`config.mk`:
```
export PLATFORM = sky130hd
export DESIGN_NAME = ipc_top
export DESIGN_NICKNAME = d
export VERILOG_FILES = /design/src/ipc_pkg.sv /design/src/ipc_sync.sv /design/src/ipc_top.sv
export VERILOG_INCLUDE_DIRS = /design/src /design/src/src
export SDC_FILE = /design/constraint.sdc
export NUM_CORES = 1
export LEC_CHECK = 0
export ABC_CLOCK_PERIOD_IN_PS = 8700
export BUFFER_PORTS_ARGS = -buffer_cell sky130_fd_sc_hd__buf_2
export CAP_MARGIN = 40
export CORE_ASPECT_RATIO = 1.1
export CORE_MARGIN = 8
export CORE_UTILIZATION = 50
export CTS_CLUSTER_SIZE = 12
export DETAILED_ROUTE_END_ITERATION = 8
export GPL_TIMING_DRIVEN = 0
export PLACE_DENSITY = 0.74
export SYNTH_ARGS = -nofsm -noshare
export SYNTH_HDL_FRONTEND = slang
export SYNTH_HIERARCHICAL = 1
export SYNTH_SLANG_ARGS = --single-unit
```
`constraint.sdc`:
```
create_clock -name clk -period 8.7 [get_ports clk]
set_clock_uncertainty 0.2 [all_clocks]
set_input_delay 1.74 -clock clk [delete_from_list [all_inputs] [get_ports clk]]
set_output_delay 1.74 -clock clk [all_outputs]
set_load 0.03 [all_outputs]
```
`src/ipc_consts.svh`:
```
`ifndef IPC_CONSTS_SVH
`define IPC_CONSTS_SVH
// register byte offsets
`define IPC_OFF_CTRL 12'h000
`define IPC_OFF_MASK 12'h004
`define IPC_OFF_TRIG 12'h008
`define IPC_OFF_PRIO 12'h00C
`define IPC_OFF_VECT 12'h010
`define IPC_OFF_CPU 12'h014
`define IPC_OFF_INSV 12'h018
`define IPC_OFF_EOI 12'h01C
`define IPC_OFF_STAT 12'h020
`define IPC_OFF_IEN 12'h024
`define IPC_OFF_ICLR 12'h028
// ctrl field positions
`define IPC_CTRL_CAS0 0
`define IPC_CTRL_CAS1 1
`define IPC_CTRL_SLAVE 2
// cpu register: bit0 interrupt-enable flag, bit1 boundary strobe (write-only)
`define IPC_CPU_IF 0
`define IPC_CPU_BND 1
// vector entries
`define IPC_VEC_NMI 8'h02
`define IPC_VEC_BASE 8'h0C
// reset values
`define IPC_MASK_RST 5'h1F
`define IPC_PRIO_RST 15'h7FFF
// edges after reset until the synchronisers hold real pin levels
`define IPC_SYNC_FILL 2'h3
// status bits
`define IPC_ST_TAKEN 0
`define IPC_ST_NMI 1
`endif

```
`src/ipc_pkg.sv`:
```
package ipc_pkg;
  typedef enum logic [2:0] {
    IPC_IDLE = 3'h1,
    IPC_ACK = 3'h2,
    IPC_SEL = 3'h4
  } ipc_state_t;
endpackage

```
`src/ipc_sync.sv`:
```
`timescale 1ns/10ps
`default_nettype none
// =====================================================================
// two-flop synchroniser, one per bit
module ipc_sync #(parameter int W = 1)
(
  input wire logic clk,
  input wire logic sys_rst,
  input wire logic [W-1:0] din,
  output logic [W-1:0] dout
);
  logic [W-1:0] s1_q;
  logic [W-1:0] s2_q;
  // first flop read only by the second
  always_ff @(posedge clk or posedge sys_rst)
  begin
    if (sys_rst)
    begin
      s1_q <= '0;
      s2_q <= '0;
    end
    else
    begin
      s1_q <= din;
      s2_q <= s1_q;
    end
  end
  assign dout = s2_q;
endmodule // ipc_sync
`default_nettype wire

```
`src/ipc_top.sv`:
```
// Notes on behaviour
// - unmasked maskable request vectors to its own table entry
// - each request synchronised; edge or level trigger per input
// - cascade on request zero turns request two into acknowledge zero
// - acknowledge output asks the peripheral for the interrupt type
// - slave mode: select input marks type present on bus
// - slave mode: request three pin becomes request toward master
// - non-maskable input highest priority, always to its entry
// - non-maskable has no request or in-service bit
// - taking any interrupt clears the interrupt-enable flag
// - non-maskable in service never affects maskable resolution
// - non-maskable rising edge latched, taken at instruction boundary
// - non-maskable high through reset does not fire
// - request zero behaves like the other maskable inputs unless cascade zero or slave mode is set
//
// The register offsets and register access over APB are this design's own decisions.
`timescale 1ns/10ps
`default_nettype none
`include "ipc_consts.svh"
module ipc_top #(parameter int NREQ = 5)
(
  input wire logic clk,
  input wire logic sys_rst,
  input wire logic psel,
  input wire logic penable,
  input wire logic pwrite,
  input wire logic [11:0] paddr,
  input wire logic [31:0] pwdata,
  output logic [31:0] prdata,
  output logic pready,
  output logic pslverr,
  input wire logic [4:0] maskable_request_in,
  input wire logic nmi_in,
  input wire logic select_in,
  input wire logic [7:0] bus_type_in,
  output logic cascade_ack_zero,
  output logic cascade_ack_one,
  output logic cascade_ack_zero_oe,
  output logic cascade_ack_one_oe,
  output logic slave_irq,
  output logic take_pulse,
  output logic [7:0] take_vector,
  output logic irq
);
  // =====================================================================
  // input synchronisers
  logic [4:0] req_s;
  logic nmi_s;
  logic sel_s;
  ipc_sync #(.W(7)) u_sync (
    .clk(clk),
    .sys_rst(sys_rst),
    .din({select_in, nmi_in, maskable_request_in}),
    .dout({sel_s, nmi_s, req_s})
  );
  // =====================================================================
  // registers
  logic [2:0] ctrl_q, ctrl_d;
  logic [4:0] mask_q, mask_d, trig_q, trig_d, pend_q, pend_d, insv_q, insv_d;
  logic [14:0] prio_q, prio_d;
  logic [7:0] vect_q, vect_d;
  logic if_q, if_d, nmi_pend_q, nmi_pend_d, nmi_arm_q, nmi_arm_d, nmi_prev_q, nmi_prev_d;
  logic [4:0] req_prev_q, req_prev_d;
  logic [1:0] st_q, st_d, ien_q, ien_d;
  logic [31:0] prdata_d;
  logic pready_d, take_d, ack0_d, ack1_d, sirq_d, irq_d;
  logic oe0_d, oe1_d;
  logic [1:0] warm_q, warm_d;
  logic [7:0] tvec_d;
  ipc_pkg::ipc_state_t fsm_q, fsm_d;
  logic [2:0] src_q, src_d;
  logic wr, rd, bnd;
  logic [4:0] cand;
  logic [2:0] best;
  logic [2:0] best_lvl;
  logic have;
  assign wr = psel && penable && pwrite && !pready;
  assign rd = psel && penable && !pwrite && !pready;
  assign bnd = wr && paddr == `IPC_OFF_CPU && pwdata[`IPC_CPU_BND];
  // =====================================================================
  // priority pick among unmasked pending, lowest level wins, lower index on tie
  always_comb
  begin
    cand = pend_q & ~mask_q & ~insv_q;
    if (ctrl_q[`IPC_CTRL_CAS0]) cand[2] = 1'b0;
    if (ctrl_q[`IPC_CTRL_CAS1] || ctrl_q[`IPC_CTRL_SLAVE]) cand[3] = 1'b0;
    if (ctrl_q[`IPC_CTRL_SLAVE]) cand[4:1] = 4'h0;
    have = 1'b0;
    best = 3'h0;
    best_lvl = 3'h7;
    for (int i = NREQ - 1; i >= 0; i--)
    begin
      if (cand[i] && prio_q[i*3 +: 3] <= best_lvl)
      begin
        have = 1'b1;
        best = 3'(i);
        best_lvl = prio_q[i*3 +: 3];
      end
    end
  end
  // =====================================================================
  // next-state logic
  always_comb
  begin
    ctrl_d = ctrl_q; mask_d = mask_q; trig_d = trig_q; prio_d = prio_q;
    vect_d = vect_q; if_d = if_q; insv_d = insv_q; st_d = st_q; ien_d = ien_q;
    fsm_d = fsm_q; src_d = src_q; take_d = 1'b0; tvec_d = take_vector;
    pready_d = psel && penable && !pready;
    prdata_d = prdata;
    req_prev_d = req_s;
    nmi_prev_d = nmi_s;
    // request capture: edge sets sticky, level follows pin
    for (int i = 0; i < NREQ; i++)
      pend_d[i] = trig_q[i] ? (pend_q[i] | (req_s[i] & ~req_prev_q[i])) : req_s[i];
    // synchroniser flops leave reset low, so a pin held high would look
    // like a rising edge; arm only on a low seen once the flops are filled
    warm_d = warm_q + {1'b0, warm_q != `IPC_SYNC_FILL};
    nmi_arm_d = nmi_arm_q | ((warm_q == `IPC_SYNC_FILL) & ~nmi_s);
    nmi_pend_d = nmi_pend_q | (nmi_arm_q & nmi_s & ~nmi_prev_q);
    // software writes
    if (wr)
    begin
      unique case (paddr)
        `IPC_OFF_CTRL: ctrl_d = pwdata[2:0];
        `IPC_OFF_MASK: mask_d = pwdata[4:0];
        `IPC_OFF_TRIG: trig_d = pwdata[4:0];
        `IPC_OFF_PRIO: prio_d = pwdata[14:0];
        `IPC_OFF_VECT: vect_d = pwdata[7:0];
        `IPC_OFF_CPU: if_d = pwdata[`IPC_CPU_IF];
        `IPC_OFF_EOI: insv_d = insv_q & ~pwdata[4:0];
        `IPC_OFF_IEN: ien_d = pwdata[1:0];
        `IPC_OFF_ICLR: st_d = st_q & ~pwdata[1:0];
        default: ;
      endcase
    end
    if (rd)
    begin
      unique case (paddr)
        `IPC_OFF_CTRL: prdata_d = {29'h0, ctrl_q};
        `IPC_OFF_MASK: prdata_d = {27'h0, mask_q};
        `IPC_OFF_TRIG: prdata_d = {27'h0, trig_q};
        `IPC_OFF_PRIO: prdata_d = {17'h0, prio_q};
        `IPC_OFF_VECT: prdata_d = {24'h0, vect_q};
        `IPC_OFF_CPU: prdata_d = {31'h0, if_q};
        `IPC_OFF_INSV: prdata_d = {27'h0, insv_q};
        `IPC_OFF_STAT: prdata_d = {30'h0, st_q};
        `IPC_OFF_IEN: prdata_d = {30'h0, ien_q};
        default: prdata_d = 32'h0;
      endcase
    end
    // take at an instruction boundary; nmi first, never masked
    if (bnd && fsm_q == ipc_pkg::IPC_IDLE)
    begin
      if (nmi_pend_q)
      begin
        nmi_pend_d = 1'b0;
        take_d = 1'b1;
        tvec_d = `IPC_VEC_NMI;
        if_d = 1'b0;
        st_d[`IPC_ST_NMI] = 1'b1;
      end
      else if (if_q && have)
      begin
        src_d = best;
        if ((best == 3'h0 && (ctrl_q[`IPC_CTRL_CAS0] || ctrl_q[`IPC_CTRL_SLAVE]))
            || (best == 3'h1 && ctrl_q[`IPC_CTRL_CAS1]))
          fsm_d = ipc_pkg::IPC_ACK;
        else
        begin
          take_d = 1'b1;
          tvec_d = 8'(`IPC_VEC_BASE + {5'h0, best});
          if_d = 1'b0;
          insv_d[best] = 1'b1;
          if (trig_q[best]) pend_d[best] = 1'b0;
          st_d[`IPC_ST_TAKEN] = 1'b1;
        end
      end
    end
    // acknowledge / select wait for the type off the bus
    unique case (fsm_q)
      ipc_pkg::IPC_IDLE: ;
      ipc_pkg::IPC_ACK:
      begin
        if (!ctrl_q[`IPC_CTRL_SLAVE] || sel_s) fsm_d = ipc_pkg::IPC_SEL;
      end
      ipc_pkg::IPC_SEL:
      begin
        fsm_d = ipc_pkg::IPC_IDLE;
        take_d = 1'b1;
        tvec_d = bus_type_in;
        if_d = 1'b0;
        insv_d[src_q] = 1'b1;
        if (trig_q[src_q]) pend_d[src_q] = 1'b0;
        st_d[`IPC_ST_TAKEN] = 1'b1;
      end
      default: fsm_d = ipc_pkg::IPC_IDLE;
    endcase
    // outputs; acknowledge held through ACK and SEL states
    ack0_d = ctrl_d[`IPC_CTRL_CAS0] && !ctrl_d[`IPC_CTRL_SLAVE] && fsm_d != ipc_pkg::IPC_IDLE
             && src_d == 3'h0;
    ack1_d = ctrl_d[`IPC_CTRL_CAS1] && !ctrl_d[`IPC_CTRL_SLAVE] && fsm_d != ipc_pkg::IPC_IDLE
             && src_d == 3'h1;
    // pin direction follows the mode being written, same as the acknowledge
    oe0_d = ctrl_d[`IPC_CTRL_CAS0] && !ctrl_d[`IPC_CTRL_SLAVE];
    oe1_d = ctrl_d[`IPC_CTRL_CAS1] || ctrl_d[`IPC_CTRL_SLAVE];
    sirq_d = ctrl_q[`IPC_CTRL_SLAVE] && (nmi_pend_q || have);
    irq_d = |(st_d & ien_d);
  end
  // =====================================================================
  // state registers
  always_ff @(posedge clk or posedge sys_rst)
  begin
    if (sys_rst)
    begin
      ctrl_q <= 3'h0; mask_q <= `IPC_MASK_RST; trig_q <= 5'h1F; prio_q <= `IPC_PRIO_RST;
      vect_q <= 8'h00; if_q <= 1'b0; insv_q <= 5'h00; pend_q <= 5'h00; st_q <= 2'h0;
      ien_q <= 2'h0; nmi_pend_q <= 1'b0; nmi_arm_q <= 1'b0; nmi_prev_q <= 1'b0;
      req_prev_q <= 5'h00; fsm_q <= ipc_pkg::IPC_IDLE; src_q <= 3'h0;
      prdata <= 32'h0; pready <= 1'b0; take_pulse <= 1'b0; take_vector <= 8'h00;
      cascade_ack_zero <= 1'b0; cascade_ack_one <= 1'b0; slave_irq <= 1'b0; irq <= 1'b0;
      cascade_ack_zero_oe <= 1'b0; cascade_ack_one_oe <= 1'b0;
      warm_q <= 2'h0;
      pslverr <= 1'b0;
    end
    else
    begin
      ctrl_q <= ctrl_d; mask_q <= mask_d; trig_q <= trig_d; prio_q <= prio_d;
      vect_q <= vect_d; if_q <= if_d; insv_q <= insv_d; pend_q <= pend_d; st_q <= st_d;
      ien_q <= ien_d; nmi_pend_q <= nmi_pend_d; nmi_arm_q <= nmi_arm_d; nmi_prev_q <= nmi_prev_d;
      req_prev_q <= req_prev_d; fsm_q <= fsm_d; src_q <= src_d;
      prdata <= prdata_d; pready <= pready_d; take_pulse <= take_d; take_vector <= tvec_d;
      cascade_ack_zero <= ack0_d; cascade_ack_one <= ack1_d; slave_irq <= sirq_d; irq <= irq_d;
      cascade_ack_zero_oe <= oe0_d;
      cascade_ack_one_oe <= oe1_d;
      warm_q <= warm_d;
      // no error response: unmapped accesses are ignored quietly
      pslverr <= 1'b0;
    end
  end
  // =====================================================================
  // assertions
  property p_take_clears_if;
    @(posedge clk) disable iff (sys_rst) take_pulse |-> !if_q;
  endproperty
  a_take_clears_if: assert property (p_take_clears_if) else $error("flag not cleared");
  property p_nmi_vec;
    @(posedge clk) disable iff (sys_rst)
      (bnd && fsm_q == ipc_pkg::IPC_IDLE && nmi_pend_q) |=> (take_pulse && take_vector == 8'h02);
  endproperty
  a_nmi_vec: assert property (p_nmi_vec) else $error("nmi not taken");
  property p_nmi_no_reset_fire;
    @(posedge clk) disable iff (sys_rst) !nmi_arm_q |=> !nmi_pend_q;
  endproperty
  a_nmi_no_reset_fire: assert property (p_nmi_no_reset_fire) else $error("nmi fired from level");
  property p_nmi_edge;
    @(posedge clk) disable iff (sys_rst) $rose(nmi_pend_q) |-> $past(nmi_s) && !$past(nmi_prev_q);
  endproperty
  a_nmi_edge: assert property (p_nmi_edge) else $error("nmi without edge");
  property p_if_gate;
    @(posedge clk) disable iff (sys_rst)
      (bnd && fsm_q == ipc_pkg::IPC_IDLE && !nmi_pend_q && !if_q) |=> !take_pulse;
  endproperty
  a_if_gate: assert property (p_if_gate) else $error("taken while disabled");
  property p_vec_index;
    @(posedge clk) disable iff (sys_rst)
      (bnd && fsm_q == ipc_pkg::IPC_IDLE && !nmi_pend_q && if_q && have && best == 3'h4)
      |=> take_vector == 8'h10;
  endproperty
  a_vec_index: assert property (p_vec_index) else $error("wrong vector");
  property p_ack_type;
    @(posedge clk) disable iff (sys_rst)
      (fsm_q == ipc_pkg::IPC_SEL) |=> (take_pulse && take_vector == $past(bus_type_in));
  endproperty
  a_ack_type: assert property (p_ack_type) else $error("type not used");
  property p_sel_wait;
    @(posedge clk) disable iff (sys_rst)
      (fsm_q == ipc_pkg::IPC_ACK && ctrl_q[`IPC_CTRL_SLAVE] && !sel_s) |=> fsm_q == ipc_pkg::IPC_ACK;
  endproperty
  a_sel_wait: assert property (p_sel_wait) else $error("select ignored");
  property p_one_insv;
    @(posedge clk) disable iff (sys_rst) take_pulse |-> $countones(insv_q ^ $past(insv_q)) <= 1;
  endproperty
  a_one_insv: assert property (p_one_insv) else $error("two in service at once");
  c_nmi: cover property (@(posedge clk) disable iff (sys_rst) take_pulse && take_vector == 8'h02);
  c_casc: cover property (@(posedge clk) disable iff (sys_rst) cascade_ack_zero ##2 take_pulse);
  c_slave: cover property (@(posedge clk) disable iff (sys_rst) slave_irq ##[1:20] take_pulse);
  c_casc1: cover property (@(posedge clk) disable iff (sys_rst) cascade_ack_one ##2 take_pulse);
  // nothing arms before the synchronisers carry real pin levels
  property p_nmi_warm;
    @(posedge clk) disable iff (sys_rst) (warm_q != `IPC_SYNC_FILL) |-> !nmi_arm_q;
  endproperty
  a_nmi_warm: assert property (p_nmi_warm) else $error("nmi armed during fill");
  // acknowledge only shows on a pin that is turned outward
  property p_ack0_oe;
    @(posedge clk) disable iff (sys_rst) cascade_ack_zero |-> cascade_ack_zero_oe;
  endproperty
  a_ack0_oe: assert property (p_ack0_oe) else $error("ack zero on input pin");
  property p_ack1_oe;
    @(posedge clk) disable iff (sys_rst) cascade_ack_one |-> cascade_ack_one_oe;
  endproperty
  a_ack1_oe: assert property (p_ack1_oe) else $error("ack one on input pin");
  // a pending unmasked request zero in slave mode is raised toward the master
  property p_slave_raise;
    @(posedge clk) disable iff (sys_rst) (ctrl_q[`IPC_CTRL_SLAVE] && have) |=> slave_irq;
  endproperty
  a_slave_raise: assert property (p_slave_raise) else $error("slave request not raised");
endmodule // ipc_top
`default_nettype wire

```
# Word-level counts from Yosys, hierarchy flattened
# Cells that the tools add are included.
# word_totals
elab_cells,228
romBits,0
latch_bits,0
ff_bits,129
ram_bits,0
memories,0
output_inout_bits,49
# classes
reduce_logical,47
n_eq_ne,19
order_cmp,9
multipliers,0
muxes,85
shifts,0
addsub,2
bitwise,37
n_div,0
# op_table
operator,n
15-bit case mux with 9 select lines,1
5-bit 2-to-1 mux,14
3-bit 2-to-1 mux,19
12-bit by 5-bit == test with 1-bit output (second input constant),4
8-bit 2-to-1 mux,5
12-bit by 6-bit == test with 1-bit output (second input constant),3
1-bit 2-to-1 mux,35
1-bit logical AND,26
5-bit bitwise AND,5
5-bit inverter,5
12-bit by 4-bit == test with 1-bit output (second input constant),2
12-bit by 3-bit == test with 1-bit output (second input constant),1
3-bit <= comparator,4
12-bit logical NOT,1
2-bit 2-to-1 mux,5
5-bit bitwise OR,2
3-bit by 1-bit == test with 1-bit output (second input constant),3
1-bit bitwise AND,8
3-bit by 4-bit < comparator with 1-bit output (second input constant),2
2-bit AND reduction,4
1-bit inverter,7
1-bit bitwise OR,7
1-bit binary-select mux with 3-bit select,2
1-bit demux with 3-bit select,2
21 further kinds,32

# Longest topological paths before layout
# logic_depth
ltp_word,33
depth_mapped,29
ltp_nobuf,28

# Cells and area by module
# The synthesis kept the hierarchy.
# by_module_without_submodules
mod,cells_each,area_per_inst_um2,n_inst
ipc_top,487,5023.6,1
ipc_sync,15,354.1,1

# Worst setup path after synthesis
# Ideal clock, no wire load.
# synth_timing
path_kind,reg2reg
from,register ctrl_q[2]
to,register take_vector[0]
path_slack_ns,1.978
path_stages_with_launch,27
synth_period_minus_slack_ns,6.722
arrival_time_ns,6.397
required_time_ns,8.375
cell_sequence,dfrtp_1 -> clkbuf_8 -> or4b_2 -> nor2_1 -> ha_1 -> nand3_1 -> o21ai_0 -> o21ai_2 -> mux2_2 -> ha_1 -> nand3_1 -> o21ai_0 -> o21ai_2 -> mux2i_1 -> ha_1 -> nand3_1 -> o21ai_0 -> o21ai_1 -> mux2_2 -> ha_1 -> nand3_1 -> o21ai_0 -> o211a_1 -> a21o_2 -> o211a_1 -> o21ai_2 -> mux2_2
# synth_via
elab_chain_len,21
word_cells_on_any_way,42
classes_between,1 x add/sub; 4 x order compare; 2 x eq/ne; 21 x mux; 14 x reduce/logical
# synth_rtl
element,line,source
from (decl),ipc_top.sv:58,"logic [2:0] ctrl_q, ctrl_d;"
from (signal assigned),ipc_top.sv:227,ctrl_q <= ctrl_d; mask_q <= mask_d; trig_q <= trig_d; prio_q <= prio_d;
4-bit 2-to-1 mux,ipc_top.sv:87,if (ctrl_q[`IPC_CTRL_SLAVE]) cand[4:1] = 4'h0;
1-bit logical AND,ipc_top.sv:93,if (cand[i] && prio_q[i*3 +: 3] <= best_lvl)
3-bit 2-to-1 mux,ipc_top.sv:93,
3-bit <= comparator,ipc_top.sv:93,
1-bit logical AND,ipc_top.sv:93,
3-bit 2-to-1 mux,ipc_top.sv:93,
3-bit <= comparator,ipc_top.sv:93,
1-bit logical AND,ipc_top.sv:93,
(+5 left out),-,
1-bit logical AND,ipc_top.sv:93,
3-bit 2-to-1 mux,ipc_top.sv:93,
4-bit by 3-bit adder with 5-bit output (no line),-,
8-bit 2-to-1 mux,ipc_top.sv:165,if ((best == 3'h0 && (ctrl_q[`IPC_CTRL_CAS0] || ctrl_q[`IPC_CTRL_SLAVE]))
8-bit 2-to-1 mux,ipc_top.sv:162,else if (if_q && have)
8-bit 2-to-1 mux,ipc_top.sv:154,if (nmi_pend_q)
8-bit 2-to-1 mux,ipc_top.sv:152,if (bnd && fsm_q == ipc_pkg::IPC_IDLE)
8-bit 2-to-1 mux,ipc_top.sv:180,unique case (fsm_q)
to (signal assigned),ipc_top.sv:231,prdata <= prdata_d; pready <= pready_d; take_pulse <= take_d; take_vector <= tvec_d;
to (decl),ipc_top.sv:42,"output logic [7:0] take_vector,"
# Parallel ways exist; a longest one is shown, timed or not. The select of a mux whose other input is x is not followed.
# A chain may end at the register's enable or synchronous reset.

# Worst setup path after layout
# layout_timing
from,register ctrl_q[2]
to,register take_vector[2]
# The elaborated chain is that of the path after synthesis.

==> key figures <==
Outcome
  • Status: finished clean

Timing
  • Unrepaired setup endpoints after global routing: false
  • FMAX: 127 MHz
  • Worst-Margin Slew: 0.808 ns
  • Fin crit period: 7.87 ns
  • Slew Viols, Final: 0
  • Final hold slack: 0.149 ns
  • Final period util: 90.5%
  • Crit path setup slack, layout: 0.827 ns
  • Worst relative slew slack: 45.8%
  • Setup-failing EPs final: 0
  • Hold Violations, Final: 0
  • Total Negative Setup Slacks: 0 ns

Yosys
  • Synth Cell Area: 5380 um^2
  • Leading area contributor after synthesis: dfrtp_1
  • Unique masters post-synth: 59
  • Most common flop cell mapped by yosys: dfrtp_1
  • Post-synth top area share: 40.0%
  • Yosys warning count: 6
  • Post-synth EDFFs: 0
  • Synth Instances: 502
  • Register area share after synthesis: 52.7%
  • Synthesized flop and latch total: 112
  • Avg Cell Area, Syn: 10.7 um^2
  • FFs w/ async S/R, synth: 100%
  • Area contributors post-synth: dfrtp_1 40%, dfstp_2 13%, mux2_2 6.5%

Clock network
  • Post-CTS Hold Buffers: 0
  • Post_cts resized: 0
  • Clock sink count: 112
  • Clock insertion delay at the later pin of the skew report: 0.36 ns
  • CTS buffer count: 9
  • Clk slew on worst S/H paths: 0.07 ns
  • Root buffer cell: clkbuf_16
  • Clk buf depth: 2
  • CTS tree: built
  • Post-CTS setup buffer count: 0
  • H-tree depth: 3

Placed design
  • Pre-CTS setup slack: 0.916 ns
  • GP Congestion: 0.885
  • Port bufs: 77
  • Post-Place Cells: 742
  • DP Area: 6040 um^2
  • DP HPWL: 11100 um

Detailed routing
  • Post-route ant nets: 0
  • Vias per cell: 5.67
  • # DRC: 0
  • Vias: 4298
  • Routed len/inst: 18.8 um
  • WL final: 14200 um
  • DR pass1 iterations: 5
  • Initial DRC Count: 294

Global route
  • First-pass GRT wire length: 22900 um
  • All-layer global routing usage: 20.5%
  • Largest net degree at the start of global routing: 56
  • Total gr overflow: 0
  • Initial antenna violation count: 0
  • Vias in the first global route: 4386

Setup path
  • Worst Setup Start Kind: register
  • WS Path Type: register to register
  • Crit. End Element: register
  • Worst endpoint required time: 8.75 ns
  • Critical Path Fanout Max: 10
  • Worst EP arrival: 7.92 ns

Final layout
  • Filler cells: 912
  • Diode count: 0
  • Register area: 2840 um^2
  • Final cell count without fillers: 758
  • Synth-to-Final Area Change: 18.1%
  • Multi-input logic area: 2310 um^2
  • Design Area, Final: 6350 um^2
  • Fraction of layout instances using a drive strength above 1: 32.5%
  • Final Util: 60.8%
  • Final-stage net count: 686

Min path
  • Hold WC Path Type: register to register

Pwr
  • Static Leak: 3.06 nW
  • Total power: 1.04 mW
  • VDD IR max: 0.000211 V
  • Power per Cell Area: 164 nW/um^2

Flow run
  • Max Cap Viol: 0

Die
  • Chip width: 115 um
  • Die area: 14300 um^2
  • Row cnt: 39
  • Core box area: 10400 um^2
  • # IOs: 113
  • Starting Density: 51.5%
  • Die Span Y: 125 um
power breakdown:
part           internal [mW]  switching [mW]  total, mW
registers              0.531         0.00571      0.537
clock network          0.235           0.197      0.432
logic                 0.0238          0.0488     0.0726
total                  0.790           0.251       1.04
Yosys cell counts (all sizes together) (5+ instances only):
library cell,number
buf,18
a31oi,7
dfstp,26
mux2,31
clkbuf,10
a21oi,12
o211ai,8
nor3,5
inv,30
nor2,32
a22o,9
o21ai,47
a22oi,11
dfrtp,86
ha,12
a211oi,6
or2,5
mux2i,6
nand2,61
nor4b,5
nor4,7
o21a,5
nand3,14
cells in the final DEF (no fill, tap or decap), types with 8 or more instances in the layout:
| cell type | n |
|---|---|
| a21oi_1 | 12 |
| buf_2 | 78 |
| dfstp_2 | 26 |
| inv_1 | 28 |
| buf_4 | 19 |
| a22oi_1 | 11 |
| clkbuf_16 | 9 |
| nand2_1 | 61 |
| ha_1 | 12 |
| dfrtp_1 | 86 |
| nand3_1 | 14 |
| o21ai_0 | 43 |
| nor2_1 | 32 |
| mux2_2 | 31 |
| conb_1 | 18 |
| o211ai_1 | 8 |
| a22o_1 | 9 |
| clkbuf_1 | 9 |
flip-flops by register name (all words and copies together) (netlist names), 5 cells and up:
signal	flops
req_prev_q	5
prio_q	15
pend_q	5
take_vector	8
prdata	15
u_sync/dout	7
u_sync/s1_q	7
trig_q	5
mask_q	5
insv_q	5
vect_q	8
critical path, stage by stage, from the launching register on:
cell and delay, ns:
dfrtp_1 0.39, clkbuf_8 0.17, or4b_2 0.68, nor2_1 0.20
ha_1 0.27, nand3_1 0.08, o21ai_0 0.12, o21ai_2 0.43
mux2i_1 0.30, inv_1 0.08, ha_1 0.30, nand3_1 0.08
o21ai_0 0.12, o21ai_2 0.43, mux2i_1 0.34, ha_1 0.29
nand3_1 0.08, o21ai_0 0.10, o21ai_1 0.58, mux2_2 0.41
ha_1 0.27, nand3_1 0.07, o21ai_0 0.11, o211a_1 0.33
a21o_2 0.25, o211a_1 0.27, o21ai_2 0.41, mux2_2 0.40
path summary, 6_finish.rpt:
path / from / endpoint / slack, ns / depth (start not counted)
max in group asynchronous: sys_rst / prio_q[10] / 6.26 / 3
worst min-delay path: u_sync/s1_q[2] / u_sync/dout[2] / 0.15 / 0
worst max-delay path: ctrl_q[2] / take_vector[2] / 0.83 / 27
min in group asynchronous: sys_rst / u_sync/s1_q[0] / 1.23 / 2
worst min register to register: u_sync/s1_q[2] / u_sync/dout[2] / 0.15 / 0
worst max register to register: ctrl_q[2] / take_vector[2] / 0.83 / 27
cells by family (layout without fill, tap and decap cells):
family | Yosys count | count (layout) | share of synthesized area, %
and+or+nand+nor | 158 | 158 | 15.8
other | 1 | 18 | 0.0697
AOI/OAI and AO/OA | 123 | 123 | 15.1
buffers and inverters | 58 | 154 | 5.49
adders and majority gates | 12 | 12 | 2.79
DFF | 112 | 112 | 52.7
muxes | 38 | 38 | 8.03
area by class of cell:
class	count	share of cell area [%]
clock inverters	6	1.16
well taps	143	2.82
flip-flops and latches	112	44.6
plain buffers	28	2.88
repair buffers	80	6.58
inverters	30	1.81
multi-input cells	349	36.4
clock buffers	10	3.76
routing by layer:
| metal | vias up | part of all wire (%) | global-route usage (%) |
|---|---|---|---|
| met4 | 0 | 3.3 | 11.5 |
| met2 | 170 | 50 | 34.0 |
| met1 | 2091 | 39 | 24.1 |
| met3 | 31 | 7.3 | 4.27 |
| li1 | 2006 | - | - |
| met5 | - | 0 | 0 |
Note: power is estimated with default switching activity, not from simulation.
